File: config.mk
export PLATFORM = sky130hd
export DESIGN_NAME = output_compare_pwm
export DESIGN_NICKNAME = d
export VERILOG_FILES = /design/src/common/ocpwm_pkg.sv /design/src/logic/output_compare_pwm.sv
export SDC_FILE = /design/constraint.sdc
export NUM_CORES = 1
export LEC_CHECK = 0
export BUFFER_PORTS_ARGS = -buffer_cell sky130_fd_sc_hd__buf_2
export CAP_MARGIN = 20
export CORE_AREA = 2 2 96 98
export DETAILED_ROUTE_END_ITERATION = 7
export DIE_AREA = 0 0 98 100
export GPL_ROUTABILITY_DRIVEN = 0
export PLACE_DENSITY = 0.76
export SYNTH_ARGS = -nofsm -noshare
export SYNTH_HDL_FRONTEND = slang
export SYNTH_SLANG_ARGS = --single-unit
File: constraint.sdc
create_clock -name clk_i -period 2.4 [get_ports clk_i]
set_clock_uncertainty 0.05 [all_clocks]
set_input_delay 0.6 -clock clk_i [delete_from_list [all_inputs] [get_ports clk_i]]
set_output_delay 0.6 -clock clk_i [all_outputs]
set_load 0.02 [all_outputs]
File: src/common/ocpwm_pkg.sv
// package: register map, field layout and mode codes for the output compare pwm unit
package ocpwm_pkg;
   localparam int unsigned DATA_W = 16;
   // word-aligned byte offsets on the bus
   localparam logic [3:0] OFF_CONTROL = 4'h0;
   localparam logic [3:0] OFF_PRIMARY = 4'h4;
   localparam logic [3:0] OFF_SECONDARY = 4'h8;
   localparam logic [3:0] OFF_STATUS = 4'hc;
   // control and status field positions
   localparam int unsigned MODE_LSB = 0;
   localparam int unsigned TBSEL_BIT = 3;
   localparam int unsigned FLT_BIT = 4;
   localparam int unsigned IDLE_BIT = 13;
   localparam int unsigned IRQF_BIT = 0;
   localparam logic [15:0] CONTROL_RST = 16'h0000;
   localparam logic [15:0] COMPARE_RST = 16'h0000;
   typedef enum logic [2:0] {
      MODE_OFF = 3'h0,
      MODE_LOW1 = 3'h1,
      MODE_HIGH1 = 3'h2,
      MODE_TOGGLE = 3'h3,
      MODE_DELAY1 = 3'h4,
      MODE_PULSE = 3'h5,
      MODE_PWM = 3'h6,
      MODE_PWMF = 3'h7
   } mode_t;
   // selected time base as seen by the unit
   typedef struct packed {
      logic [15:0] count;
      logic [15:0] period;
      logic rollover;
   } timebase_t;
   // generic write port for a dma channel
   typedef struct packed {
      logic wr;
      logic sel_secondary;
      logic [15:0] data;
   } dma_wr_t;
endpackage

File: src/logic/output_compare_pwm.sv
// output compare unit: pwm with shadow duty, fault shutdown, delayed one-shot, pulse
`timescale 1ns/1ps
`default_nettype none
module output_compare_pwm
   import ocpwm_pkg::*;
#(
   parameter int unsigned UNIT_INDEX = 1
) (
   // clock and reset
   input wire logic clk_i,
   input wire logic rst_i,
   // classic wishbone slave
   input wire logic wb_cyc_i,
   input wire logic wb_stb_i,
   input wire logic wb_we_i,
   input wire logic [3:0] wb_adr_i,
   input wire logic [3:0] wb_sel_i,
   input wire logic [31:0] wb_dat_i,
   output logic [31:0] wb_dat_o,
   output logic wb_ack_o,
   // time bases, same clock domain
   input wire ocpwm_pkg::timebase_t timer_a_i,
   input wire ocpwm_pkg::timebase_t timer_b_i,
   // dma channel write port
   input wire ocpwm_pkg::dma_wr_t dma_i,
   // power state and general purpose pin latch
   input wire logic cpu_idle_i,
   input wire logic gpio_latch_i,
   input wire logic gpio_oe_i,
   // fault pins from outside
   input wire logic fault_input_a_n_i,
   input wire logic fault_input_b_n_i,
   // compare output pin and event
   output logic compare_output_pin_o,
   output logic compare_output_pin_oe_o,
   output logic compare_irq_flag_o
);
   import ocpwm_pkg::*;

   logic [15:0] control_q, control_d;
   logic [15:0] primary_q, primary_d;
   logic [15:0] secondary_q, secondary_d;
   logic pin_q, pin_d;
   logic oe_q, oe_d;
   logic irq_q, irq_d;
   logic flt_q, flt_d;
   logic armed_q, armed_d;
   logic done_q, done_d;
   logic ack_q;
   logic [31:0] rdata_q;
   logic [1:0] fa_sync_q, fb_sync_q;

   // fault pins are asynchronous; second stage only is read
   always_ff @(posedge clk_i) begin
      if (rst_i) begin
         fa_sync_q <= 2'h3;
         fb_sync_q <= 2'h3;
      end else begin
         fa_sync_q <= {fa_sync_q[0], fault_input_a_n_i};
         fb_sync_q <= {fb_sync_q[0], fault_input_b_n_i};
      end
   end

   wire mode_t mode = mode_t'(control_q[MODE_LSB +: 3]);
   wire tbsel = control_q[TBSEL_BIT];
   wire timebase_t tb = tbsel ? timer_b_i : timer_a_i;
   wire fault_n = (UNIT_INDEX <= 4) ? fa_sync_q[1] : fb_sync_q[1];
   wire halted = control_q[IDLE_BIT] & cpu_idle_i;
   wire is_pwm = (mode == MODE_PWM) || (mode == MODE_PWMF);
   wire is_dp = (mode == MODE_DELAY1) || (mode == MODE_PULSE);
   wire enabled = (mode != MODE_OFF);
   wire match_p = (tb.count == primary_q);
   wire match_s = (tb.count == secondary_q);
   wire roll = tb.rollover & ~halted;

   // bus decode
   wire bus_req = wb_cyc_i & wb_stb_i & ~ack_q;
   wire bus_wr = bus_req & wb_we_i;
   wire lo_en = wb_sel_i[0];
   wire hi_en = wb_sel_i[1];
   wire wr_ctl = bus_wr & (wb_adr_i == OFF_CONTROL);
   // dma wins only for the register it addresses; a bus write to the other one still lands
   wire dma_pri = dma_i.wr & ~dma_i.sel_secondary;
   wire dma_sec = dma_i.wr & dma_i.sel_secondary;
   wire wr_pri = (bus_wr & (wb_adr_i == OFF_PRIMARY)) | dma_pri;
   wire wr_sec = (bus_wr & (wb_adr_i == OFF_SECONDARY)) | dma_sec;
   wire irq_clr = bus_wr & (wb_adr_i == OFF_STATUS) & lo_en & wb_dat_i[IRQF_BIT];
   wire [15:0] bus_lane = {hi_en ? wb_dat_i[15:8] : 8'h00, lo_en ? wb_dat_i[7:0] : 8'h00};

   function automatic logic [15:0] merge(input logic [15:0] old, input logic [15:0] nw,
                                         input logic lo, input logic hi);
      merge = {hi ? nw[15:8] : old[15:8], lo ? nw[7:0] : old[7:0]};
   endfunction

   wire [15:0] ctl_w = merge(control_q, bus_lane, lo_en, hi_en);
   wire [2:0] new_mode = ctl_w[MODE_LSB +: 3];
   wire mode_written = wr_ctl & lo_en;
   wire new_pwm = (new_mode == MODE_PWM) | (new_mode == MODE_PWMF);
   wire fault_now = (mode == MODE_PWMF) & ~fault_n & ~flt_q;
   // rewriting mode clears the latched fault only once the pin has recovered
   wire flt_release = mode_written & fault_n;

   always_comb begin
      control_d = control_q;
      if (wr_ctl) begin
         control_d = ctl_w & 16'h200f;
         control_d[FLT_BIT] = control_q[FLT_BIT];
      end
      control_d[FLT_BIT] = flt_d;
   end

   always_comb begin
      primary_d = primary_q;
      secondary_d = secondary_q;
      if (wr_sec) begin
         secondary_d = dma_sec ? dma_i.data : merge(secondary_q, bus_lane, lo_en, hi_en);
      end
      if (wr_pri && !is_pwm) begin
         primary_d = dma_pri ? dma_i.data : merge(primary_q, bus_lane, lo_en, hi_en);
      end
      if (is_pwm && roll) begin
         primary_d = secondary_q;
      end
   end

   always_comb begin
      pin_d = pin_q;
      oe_d = oe_q;
      armed_d = armed_q;
      done_d = done_q;
      flt_d = flt_q;
      irq_d = irq_q;
      // a clear loses to a set in the same cycle and is refused while the fault is latched
      if (irq_clr && !flt_q) begin
         irq_d = 1'b0;
      end
      if (mode_written) begin
         // entering a mode: pwm starts from the primary it will hold next, delay/pulse start low
         pin_d = new_pwm ? (primary_d != COMPARE_RST) : 1'b0;
         oe_d = (new_mode != MODE_OFF);
         armed_d = 1'b0;
         done_d = 1'b0;
      end else if (halted || !enabled) begin
         oe_d = enabled & ~flt_q;
      end else if (is_pwm) begin
         if (roll) begin
            pin_d = (secondary_q != COMPARE_RST);
         end else if (match_p) begin
            pin_d = 1'b0;
         end
      end else if (is_dp && !done_q) begin
         if (roll) begin
            armed_d = 1'b1;
         end
         // zero primary only matches from the first rollover on
         if (match_p && (primary_q != COMPARE_RST || armed_q || roll)) begin
            pin_d = 1'b1;
         end
         if (match_s && pin_q) begin
            pin_d = 1'b0;
            irq_d = 1'b1;
            done_d = (mode == MODE_DELAY1);
         end
      end
      if (fault_now) begin
         flt_d = 1'b1;
         irq_d = 1'b1;
         oe_d = 1'b0;
      end else if (flt_release) begin
         flt_d = 1'b0;
      end
      if (flt_d) begin
         oe_d = 1'b0;
      end
   end

   always_ff @(posedge clk_i) begin
      if (rst_i) begin
         control_q <= CONTROL_RST;
         primary_q <= COMPARE_RST;
         secondary_q <= COMPARE_RST;
         pin_q <= 1'b0;
         oe_q <= 1'b0;
         irq_q <= 1'b0;
         flt_q <= 1'b0;
         armed_q <= 1'b0;
         done_q <= 1'b0;
      end else begin
         control_q <= control_d;
         primary_q <= primary_d;
         secondary_q <= secondary_d;
         pin_q <= pin_d;
         oe_q <= oe_d;
         irq_q <= irq_d;
         flt_q <= flt_d;
         armed_q <= armed_d;
         done_q <= done_d;
      end
   end

   wire [15:0] rd_sel = (wb_adr_i == OFF_CONTROL) ? control_q :
                        (wb_adr_i == OFF_PRIMARY) ? primary_q :
                        (wb_adr_i == OFF_SECONDARY) ? secondary_q :
                        (wb_adr_i == OFF_STATUS) ? {15'h0000, irq_q} : 16'h0000;

   // one wait state: ack one cycle after the request, dropped the next cycle
   always_ff @(posedge clk_i) begin
      if (rst_i) begin
         ack_q <= 1'b0;
         rdata_q <= 32'h0000_0000;
      end else begin
         ack_q <= bus_req;
         rdata_q <= {16'h0000, rd_sel};
      end
   end

   // pin mux: disabled unit hands the pin back to the general purpose latch
   logic out_q, out_oe_q;
   always_ff @(posedge clk_i) begin
      if (rst_i) begin
         out_q <= 1'b0;
         out_oe_q <= 1'b0;
      end else begin
         out_q <= enabled ? pin_d : gpio_latch_i;
         out_oe_q <= enabled ? oe_d : gpio_oe_i;
      end
   end

   assign wb_ack_o = ack_q;
   assign wb_dat_o = rdata_q;
   assign compare_output_pin_o = out_q;
   assign compare_output_pin_oe_o = out_oe_q;
   assign compare_irq_flag_o = irq_q;

   AST_PWM_ROLL_LOAD: assert property (@(posedge clk_i) disable iff (rst_i)
      (is_pwm && roll && !mode_written) |=> (primary_q == $past(secondary_q)))
      else $error("primary not loaded from secondary at rollover");
   AST_PWM_MATCH_LOW: assert property (@(posedge clk_i) disable iff (rst_i)
      (is_pwm && !roll && match_p && !mode_written && !halted) |=> !pin_q)
      else $error("pin not low after pwm match");
   AST_PWM_ROLL_PIN: assert property (@(posedge clk_i) disable iff (rst_i)
      (is_pwm && roll && !mode_written) |=> (pin_q == (primary_q != 16'h0000)))
      else $error("pin level after rollover wrong");
   AST_PWM_HOLD_PRIMARY: assert property (@(posedge clk_i) disable iff (rst_i)
      (is_pwm && !roll) |=> $stable(primary_q))
      else $error("primary changed between rollovers");
   AST_ENTER_PWM: assert property (@(posedge clk_i) disable iff (rst_i)
      (mode_written && new_pwm) |=> (pin_q == (primary_q != 16'h0000)))
      else $error("pin wrong on pwm enable");
   AST_FAULT_TRISTATE: assert property (@(posedge clk_i) disable iff (rst_i)
      fault_now |=> (!oe_q && flt_q && irq_q) ##1 !compare_output_pin_oe_o)
      else $error("fault did not tri-state pin");
   AST_FAULT_HOLD: assert property (@(posedge clk_i) disable iff (rst_i)
      (flt_q && !flt_release) |=> (flt_q && irq_q && !oe_q))
      else $error("fault released without mode rewrite");
   AST_ZERO_FIRST_CYCLE: assert property (@(posedge clk_i) disable iff (rst_i)
      (is_dp && !armed_q && !roll && primary_q == 16'h0000 && !pin_q && !mode_written) |=> !pin_q)
      else $error("zero compare matched in first timer cycle");
   AST_ZERO_SECOND_CYCLE: assert property (@(posedge clk_i) disable iff (rst_i)
      (is_dp && !done_q && roll && match_p && primary_q == 16'h0000 && secondary_q != 16'h0000
       && !mode_written) |=> pin_q)
      else $error("zero compare missed in second timer cycle");
   AST_OFF_RELEASE: assert property (@(posedge clk_i) disable iff (rst_i)
      !enabled && !mode_written |=> (compare_output_pin_oe_o == $past(gpio_oe_i)))
      else $error("disabled unit did not return pin");
   AST_ACK_ONE: assert property (@(posedge clk_i) disable iff (rst_i)
      wb_ack_o |=> !wb_ack_o)
      else $error("ack held more than one cycle");
endmodule
`default_nettype wire

==> impl_metrics.py, run 1 <==
metrics = {
    "yosys": {
        "yosys_warnings": 0,
        "syn_inst": 426,
        "avgSynthCellArea_sq_um": 8.573,
        "synth_area_sq_um": 3652,
        "synth.ff_latch_count": 64,
        "synth_edf_count": 0,
        "ys_seq_area_share_pct": 35.08,
        "synth.distinct_cells": 61,
        "synthFlopType": "dfxtp_1",
        "async_flop_share_pct": 0,
    },
    "layout": {
        "layout_commonest_cell": "buf_2",
        "multi_input_area_sq_um": 2338,
        "area_delta_synth_final_pct": 36.25,
        "drive_above_1_share_pct": 38.28,
        "fin_nets": 709,
        "diodes": 0,
        "layout.area.seq_sq_um": 1285,
        "final_cell_mix": "buf_2 (102), dfxtp_1 (63), buf_4 (58), nor2_1 (57), nand2_1 (38)",
        "fillers": 806,
    },
    "worst_setup_path": {
        "criticalPathCategory": "register to register",
        "critPathRequiredTime_ns": 2.57,
        "critPathMaxFanout": 7,
        "arrival_ns": 2.65,
        "endpoint_kind": "register",
        "critPathLaunchType": "register",
    },
    "floorplanning": {
        "die_area_sq_um": 9800,
        "num_rows": 35,
        "die_w_um": 98,
        "die_y_um": 100,
        "initial_core_util_pct": 41.08,
        "num_io_pins": 170,
        "core_area_sq_um": 8890,
    },
    "clocking": {
        "h-tree-depth": 3,
        "insertion_delay_ns": 0.35,
        "cts_tree": "yes",
        "clk_pin_slew_ns": 0.07,
        "cts_buffers": 9,
        "clockBufferDepth": 2,
        "root_buffer": "clkbuf_8",
        "cts_sinks": 64,
    },
    "place": {
        "port_buffers": 102,
        "place_hpwl_mm": 9.114,
    },
    "timing": {
        "holdWs_ns": 0.3668,
        "min_period_ns": 2.481,
        "worst_slack_ns": -0.08148,
        "slew_headroom_pct": 64.37,
        "setup_violations": 2,
        "rsz0062_at_grt": "yes",
        "max_freq_mhz": 403.0,
        "hold_violations": 0,
        "worst_slew_pin_slew_ns": 0.5345,
        "final-max-slew-violation-count": 0,
        "min_period_over_period_pct": 103.4,
    },
    "route": {
        "ant_nets": 0,
        "drt-pass1-iter-count": 7,
        "drt_iter0_markers": 436,
        "vias_per_cell": 5.923,
        "vias": 4093,
        "drc": 0,
        "post_drt_wl_per_cell_um": 17.80,
        "wl_mm": 12.30,
    },
    "global_routing": {
        "track_usage_pct": 24.11,
        "grt_start_max_net_pins": 43,
        "overflow": 0,
        "grt_pass1_vias": 3788,
        "grt_pass1_wl_mm": 18.66,
        "grt_antenna_before_repair": 0,
    },
    "status": {
        "outcome": "finished, violations left",
        "violations": "negative setup slack",
    },
    "pwr": {
        "powerDensity_nw_per_um2": 517.3,
        "peakVddDrop_mv": 0.2989,
        "total_leakage_power_uw": 0.002050,
        "totalPowerFinal_uw": 2574,
    },
    "run": {
        "max_cap_viol_count": 0,
    },
    "hold_path": {
        "hold_path_class": "register to register",
    },
}
## routing by layer
| layer | global-route usage (%) | routed length [um] | part of all wire (%) | vias up |
|---|---|---|---|---|
| li1 | - | - | - | 1867 |
| met1 | 30.50 | 4750 | 39 | 1885 |
| met2 | 39.41 | 5716 | 46 | 291 |
| met3 | 5.362 | 1393 | 11 | 50 |
| met4 | 11.11 | 438 | 3.6 | 0 |
| met5 | 0 | 0 | 0 | - |
## flip-flops by register name, summed over array words and instances, names as in the netlist
register                 cells
armed_q                      1
wb_ack_o                     1
fa_sync_q                    2
wb_dat_o                    16
primary_q                   16
secondary_q                 16
control_q                    6
compare_output_pin_o         1
done_q                       1
pin_q                        1
compare_irq_flag_o           1
compare_output_pin_oe_o      1
oe_q                         1
## timing repair
action                                  4_1_cts  5_1_grt
setup buffers                                 2        2
resized for setup                            16       13
hold buffers                                  0        0
endpoints found under the setup margin        4        4
pin swaps                                     9       13
## cells in the mapped netlist, types with 4 or more instances
| master | number | share of area [%] |
|---|---|---|
| dfxtp_1 | 64 | 35 |
| nor2_1 | 61 | 6.3 |
| nand2_1 | 38 | 3.9 |
| xnor2_1 | 28 | 6.7 |
| nand3_1 | 19 | 2.6 |
| a311oi_1 | 17 | 4.1 |
| clkbuf_1 | 17 | 1.7 |
| buf_4 | 16 | 3.3 |
| nor4_1 | 15 | 2.6 |
| a22o_1 | 14 | 3.4 |
| mux2i_1 | 14 | 3.8 |
| a221oi_1 | 13 | 3.1 |
| a22oi_1 | 11 | 2.3 |
| a21oi_1 | 9 | 1.2 |
| nand4_1 | 8 | 1.4 |
| a222oi_1 | 5 | 1.4 |
| buf_2 | 4 | 0.55 |
| mux2i_2 | 4 | 1.5 |
| nor3_1 | 4 | 0.55 |
| or2_2 | 4 | 0.69 |
| xor2_1 | 4 | 0.96 |
## report_power, final
group          total, uW  switching, uW  internal (uW)  leakage [uW]
clock network        925            447            478     0.0000952
logic                488            264            224       0.00143
registers           1160           62.5           1100      0.000523
## path summary, 6_finish.rpt
check | from | endpoint | slack, ns | depth (start not counted)
worst min register to register | fa_sync_q[0] | fa_sync_q[1] | 0.37 | 1
worst min-delay path | fa_sync_q[0] | fa_sync_q[1] | 0.37 | 1
worst max-delay path | control_q[3] | compare_output_pin_o | -0.08 | 9
worst max register to register | control_q[3] | compare_output_pin_o | -0.08 | 9
## cell families (layout without fill, tap and decap cells)
| kind of cell | after synthesis | count (layout) | share of synthesized area (%) |
|---|---|---|---|
| buffers and inverters | 43 | 182 | 6.612 |
| multiplexers | 20 | 20 | 6.269 |
| flip-flops | 64 | 64 | 35.08 |
| AND/OR/NAND/NOR | 173 | 173 | 23.23 |
| other | 1 | 16 | 0.1027 |
| AO/OA/AOI/OAI | 93 | 93 | 21.03 |
| XOR/XNOR | 32 | 32 | 7.674 |
## per-stage QoR
step           area (sq um)  utilization (%)  setup slack (ns)  TNS [ns]  instances
5_1_grt                4976            55.97           -0.1495   -0.3620        691
4_1_cts                4903            55.16          -0.03692  -0.03692        689
3_3_place_gp           4591            51.64           -0.5495    -1.144        671
3_5_place_dp           4591            51.64           -0.5826    -1.374        671
6_report               4976            55.97          -0.08148   -0.1174        691
2_1_floorplan          3719                -          0.007818         0        441
## worst max-delay path, cell delays in order (launching register included)
cell and delay, ns:
dfxtp_4 0.36, mux2i_1 0.11, buf_4 0.15, nor3_4 0.35
buf_12 0.16, a311oi_4 0.07, a221oi_2 0.40, nand4_1 0.24
o31ai_4 0.34, a311oi_1 0.13
## cell type report
class                           instances  share of cell area [%]
Clock inverter                          7                   1.458
Clock buffer                            9                   2.489
Sequential cell                        64                   25.82
Tap cell                              111                   2.791
Inverter                                3                  0.2263
Multi-Input combinational cell        334                   47.00
Timing Repair Buffer                  163                   20.22
(Power assumes the default switching activity.)
==> run 2: changes to the inputs <==
Settings changed: CELL_PAD_IN_SITES_DETAIL_PLACEMENT from default to 0, CELL_PAD_IN_SITES_GLOBAL_PLACEMENT from default to 2, CORE_AREA 2 2 96 98 to 2 2 122 124, DIE_AREA 0 0 98 100 to 0 0 124 126, PLACE_DENSITY 0.76 to default, PLACE_DENSITY_LB_ADDON from default to 0.1.
Clock period 2.4 ns to 2.3 ns, I/O delays scaled along.
==> impl_metrics.py, run 2 (same netlist as run 1, synthesis figures left out) <==
metrics = {
    "layout": {
        "diodes": 0,
        "fillers": 1547,
        "final_cell_mix": "buf_2 (102), buf_4 (73), dfxtp_1 (63), nor2_1 (59), nand2_1 (37)",
        "fin_nets": 728,
        "area_delta_synth_final_pct": 46.32,
        "layout_commonest_cell": "buf_2",
        "drive_above_1_share_pct": 40.40,
    },
    "timing": {
        "max_freq_mhz": 402.2,
        "slew_headroom_pct": 59.78,
        "min_period_over_period_pct": 108.1,
        "holdWs_ns": 0.3693,
        "setup_violations": 3,
        "min_period_ns": 2.486,
        "worst_slack_ns": -0.1863,
        "rsz0062_at_grt": "yes",
        "final-max-slew-violation-count": 0,
        "hold_violations": 0,
        "worst_slew_pin_slew_ns": 0.6027,
    },
    "place": {
        "place_hpwl_mm": 11.48,
        "port_buffers": 102,
    },
    "worst_setup_path": {
        "r2r_cells": 10,
        "arrival_ns": 2.65,
        "reg2reg_from": "control_q[3]",
        "crit_path_top_delay_cell": "a221o_1",
        "cp_top_family": "compound AO/OA/AOI/OAI gates",
        "critPathLaunchType": "register",
        "endpoint_kind": "register",
        "r2r-end": "compare_output_pin_o",
        "path_buf_inv": 2,
        "rrSetupSlack_ns": -0.19,
        "criticalPathCategory": "register to register",
        "cp_cell_sequence": "mux2i_4 -> nor3_4 -> buf_6 -> a311oi_4 -> a221o_1 -> nor2_1 -> nand4_1 -> o31ai_2 -> buf_4 -> a311oi_1",
        "critPathRequiredTime_ns": 2.46,
        "slowest_delay_ns": 0.43,
        "critPathMaxFanout": 7,
    },
    "clocking": {
        "h-tree-depth": 3,
        "postCtsHoldBufs": 0,
        "cts_buffers": 9,
        "cts_tree": "yes",
        "root_buffer": "clkbuf_16",
        "insertion_delay_ns": 0.34,
        "cts_sinks": 64,
        "clk_pin_slew_ns": 0.06,
        "clockBufferDepth": 2,
    },
    "pwr": {
        "powerDensity_nw_per_um2": 564.6,
        "power.internal_uw": 2154,
        "pwr-share-clk_pct": 41.9,
        "peakVddDrop_mv": 0.3006,
        "totalPowerFinal_uw": 3017,
        "total_leakage_power_uw": 0.002218,
        "power.share.sequential_pct": 40.0,
        "power.share.combinational_pct": 18.1,
        "p_switching_uw": 863.1,
        "p_sw_share_pct": 28.61,
    },
    "status": {
        "outcome": "finished, violations left",
        "violations": "negative setup slack",
    },
    "floorplanning": {
        "die_y_um": 126,
        "core_area_sq_um": 14310,
        "num_io_pins": 170,
        "num_rows": 44,
        "die_w_um": 124,
        "die_area_sq_um": 15620,
        "initial_core_util_pct": 25.52,
    },
    "global_routing": {
        "track_usage_pct": 19.43,
        "grt_pass1_wl_mm": 22.57,
        "grt_antenna_before_repair": 0,
        "grt_start_max_net_pins": 22,
        "grt_pass1_vias": 4001,
        "overflow": 0,
    },
    "route": {
        "vias_per_cell": 4.946,
        "drt-pass1-iter-count": 5,
        "drt_iter0_markers": 237,
        "ant_nets": 0,
        "drc": 0,
        "vias": 3873,
        "wl_mm": 14.79,
        "post_drt_wl_per_cell_um": 18.89,
    },
    "hold_path": {
        "worstHoldEndpoint": "fa_sync_q[0]",
        "hold_start": "fault_input_a_n_i",
        "hold_depth": 2,
        "hold_path_class": "primary input to register",
    },
    "run": {
        "max_cap_viol_count": 0,
    },
}
run 2: cell types whose count changed in the layout (fill, tap and decap cells not counted), moves of 3 or more:
cell,before,now
buf_4,58,73
clkbuf_16,0,9
clkbuf_8,9,1
nor4_1,13,10
nor4_2,3,6
run 2: per-stage QoR:
stage	cell area, sq um	util (%)	setup WS (ns)	setup TNS (ns)	cells
after floorplan	3781	-	0.01617	0	441
after global placement	4941	34.52	-0.4524	-1.483	766
after detailed placement	4941	34.52	-0.4839	-1.553	766
after CTS	5293	36.98	-0.2118	-0.5126	783
after global routing	5344	37.33	-0.3250	-0.8291	783
final	5344	37.33	-0.1863	-0.3492	783
run 2: final cells by class:
type	instances	area, sq um	area share (%)
inverters	3	11.26	0.2107
flip-flops and latches	64	1285	24.05
multi-input cells	334	2370	44.35
repair buffers	182	1181	22.10
well taps	184	230.2	4.308
clock inverters	4	20.02	0.3746
clock buffers	12	246.5	4.612
run 2: worst max-delay path by stage:
| stage | cells past startpoint | startpoint | endpoint |
|---|---|---|---|
| 3_5_place_dp | 11 | timer_b_i[0] | compare_output_pin_o |
| 6_report | 10 | control_q[3] | compare_output_pin_o |
| 3_3_place_gp | 10 | timer_a_i[0] | compare_output_pin_o |
| 4_1_cts | 9 | control_q[3] | compare_output_pin_o |
| 5_1_grt | 9 | control_q[3] | compare_output_pin_o |
| 2_1_floorplan | 8 | cpu_idle_i | compare_output_pin_o |
run 2: timing repair:
item / CTS / global route
gates resized for setup: 15 / 12
setup buffers: 2 / 0
pin swaps: 8 / 3
gates cloned: 0 / 0
endpoints found under the setup margin: 4 / 4
run 2: routing by layer:
metal,track usage (%),routed length (um),up-vias
met5,0,0,-
met4,6.213,197,0
met3,2.808,826,15
met2,28.93,6418,136
met1,28.69,7345,1823
li1,-,-,1899
run 2: power by group through the flow:
| stage | registers [uW] | clock network [uW] | logic (uW) |
|---|---|---|---|
| 2_1_floorplan | 1220 | 0 | 287 |
| 3_3_place_gp | 1230 | 0 | 523 |
| 3_5_place_dp | 1230 | 0 | 527 |
| 4_1_cts | 1210 | 1300 | 538 |
| 5_1_grt | 1210 | 1350 | 598 |
| 6_report | 1210 | 1260 | 547 |
==> run 3: changes to the inputs <==
Settings changed: ABC_AREA from default to 1, CORE_AREA 2 2 122 124 to 2 2 139 141, DIE_AREA 0 0 124 126 to 0 0 141 143.
==> impl_metrics.py, run 3 <==
metrics = {
    "yosys": {
        "synthFlopType": "dfxtp_1",
        "synth_top_cell_by_area": "dfxtp_1",
        "synth_area_sq_um": 4415,
        "syn_inst": 756,
        "yosys_warnings": 0,
        "synth.ff_latch_count": 64,
        "async_flop_share_pct": 0,
        "synth.most_common_cell": "nand2_1",
        "synth_top_area_share_pct": 29.02,
        "synthTopCellsByCount": "nand2_1 (274), inv_1 (87), dfxtp_1 (64)",
        "avgSynthCellArea_sq_um": 5.841,
        "ys_seq_area_share_pct": 29.02,
        "synth.distinct_cells": 33,
        "yosys-top-cells-area": "dfxtp_1 (29%), nand2_1 (23%), inv_1 (7.4%), nand3_1 (7.0%), nor2_1 (4.8%)",
        "synth_edf_count": 0,
    },
    "timing": {
        "hold_violations": 0,
        "min_period_over_period_pct": 89.17,
        "fin_setup_tns_ns": 0,
        "final-max-slew-violation-count": 0,
        "slew_headroom_pct": 64.42,
        "worst_slew_pin_slew_ns": 0.5288,
        "rsz0062_at_grt": "no",
        "holdWs_ns": 0.3612,
        "max_freq_mhz": 487.6,
        "worst_slack_ns": 0.2491,
        "min_period_ns": 2.051,
        "setup_violations": 0,
    },
    "worst_setup_path": {
        "crit_path_top_delay_cell": "dfxtp_2",
        "reg2reg_from": "control_q[3]",
        "path_common_cell": "nand2_1",
        "cp_cell_sequence": "inv_2 -> nand2_1 -> nand2_2 -> nand3b_4 -> buf_12 -> nand2_1 -> inv_1 -> nand2_1 -> nand3_1 -> nor2_1 -> nand2_1 -> nor2_1 -> nand2_1 -> nand2_2 -> nand3_1 -> nand2_1 -> inv_1",
        "r2r_cells": 17,
        "critPathMaxFanout": 14,
        "crit_start": "control_q[3]",
        "rrSetupSlack_ns": 0.25,
        "critPathLaunchType": "register",
        "endpoint_kind": "register",
        "r2r-end": "compare_output_pin_o",
        "critPathRequiredTime_ns": 2.49,
        "criticalPathCategory": "register to register",
        "slowest_delay_ns": 0.34,
        "path_buf_inv": 4,
        "cp_top_family": "simple AND/OR/NAND/NOR gates",
        "arrival_ns": 2.24,
    },
    "status": {
        "outcome": "completed",
    },
    "floorplanning": {
        "num_rows": 50,
        "initial_core_util_pct": 23.76,
        "die_w_um": 141,
        "die_y_um": 143,
        "core_area_sq_um": 18580,
        "die_area_sq_um": 20160,
        "num_io_pins": 170,
    },
    "hold_path": {
        "hold_path_class": "register to register",
        "hold_start": "fa_sync_q[0]",
        "hold_depth": 1,
        "worstHoldEndpoint": "fa_sync_q[1]",
    },
    "pwr": {
        "powerDensity_nw_per_um2": 576.3,
        "peakVddDrop_mv": 0.3589,
        "totalPowerFinal_uw": 3302,
        "total_leakage_power_uw": 0.002847,
    },
    "place": {
        "place_inst": 1113,
        "port_buffers": 102,
        "place_ws_ns": -0.1370,
        "place_hpwl_mm": 14.63,
    },
    "clocking": {
        "cts_tree": "yes",
        "root_buffer": "clkbuf_16",
        "clk_pin_slew_ns": 0.06,
        "h-tree-depth": 3,
        "clockBufferDepth": 2,
        "cts_sinks": 64,
        "insertion_delay_ns": 0.35,
        "cts_buffers": 9,
    },
    "route": {
        "vias_per_cell": 4.544,
        "wl_mm": 18.00,
        "drc": 0,
        "post_drt_wl_per_cell_um": 15.94,
        "vias": 5130,
        "drt-pass1-iter-count": 5,
        "drt_iter0_markers": 298,
        "ant_nets": 0,
    },
    "global_routing": {
        "grt_pass1_vias": 4921,
        "grt_antenna_before_repair": 0,
        "grt_pass1_wl_mm": 27.76,
        "grt_start_max_net_pins": 23,
        "overflow": 0,
        "track_usage_pct": 18.19,
    },
    "layout": {
        "area_delta_synth_final_pct": 29.75,
        "final_cells": 1129,
        "layout_commonest_cell": "nand2_1",
        "drive_above_1_share_pct": 21.34,
        "diodes": 0,
        "final_cell_mix": "nand2_1 (272), buf_2 (102), inv_1 (87), dfxtp_1 (63), nand3_1 (62)",
        "fin_nets": 1024,
    },
    "run": {
        "max_cap_viol_count": 0,
    },
}
run 3: changes by cell type in the layout (fill, tap and decap cells not counted), moves of 26 or more:
| cell | before | now |
|---|---|---|
| buf_4 | 73 | 45 |
| xnor2_1 | 26 | 0 |
| inv_1 | 3 | 87 |
| nand3_1 | 19 | 62 |
| nand2_1 | 37 | 272 |
| o21ai_0 | 1 | 39 |
| a31oi_1 | 3 | 32 |
run 3: logic make-up after synthesis:
| kind of cell | synth area share (%) |
|---|---|
| and+or+nand+nor | 39.70 |
| buffers and inverters | 14.05 |
| AOI/OAI and AO/OA | 15.95 |
| DFF | 29.02 |
| xor gates and xnor gates | 1.190 |
| other | 0.08493 |
run 3: worst max path at each step:
stage,to,slack [ns],cells past startpoint
2_1_floorplan,compare_output_pin_o,0.32,17
3_3_place_gp,compare_output_pin_o,-0.12,17
3_5_place_dp,compare_output_pin_o,-0.14,17
4_1_cts,compare_output_pin_o,0.1,17
5_1_grt,compare_output_pin_o,0.02,16
6_report,compare_output_pin_o,0.25,17
run 3: metrics by stage:
stage	util, %	cell area, sq um
finish	30.84	5729
global route	30.84	5729
CTS	30.73	5710
detailed placement	29.02	5391
global placement	29.02	5391
floorplan	-	4472
run 3: final cells by class:
class / count / area [sq um]
repair buffers: 150 / 890.9
clock buffers: 14 / 284.0
fillers: 2129 / 12850
clock inverters: 2 / 35.03
well taps: 234 / 292.8
inverters: 97 / 364.1
flip-flops and latches: 64 / 1282
multi-input cells: 568 / 2580
run 3: per-layer routing:
metal	part of all wire (%)	GRT usage [%]	vias up
met2	40	25.83	150
met1	53	27.58	2292
met5	0	0	-
met3	5.0	3.689	14
li1	-	-	2674
met4	1.4	4.895	0
run 3: report_power, final:
part	internal (uW)	total [uW]	switching, uW
combinational	220	577	356
sequential	1150	1210	58.0
clock	957	1520	561
total	2330	3300	975
run 3: what timing repair did:
action                     in CTS  in global routing
hold endpoints to repair        0                  0
setup endpoints to repair       0                  4
gates resized for setup         0                  7
buffers inserted                0                  0
hold buffers                    0                  0
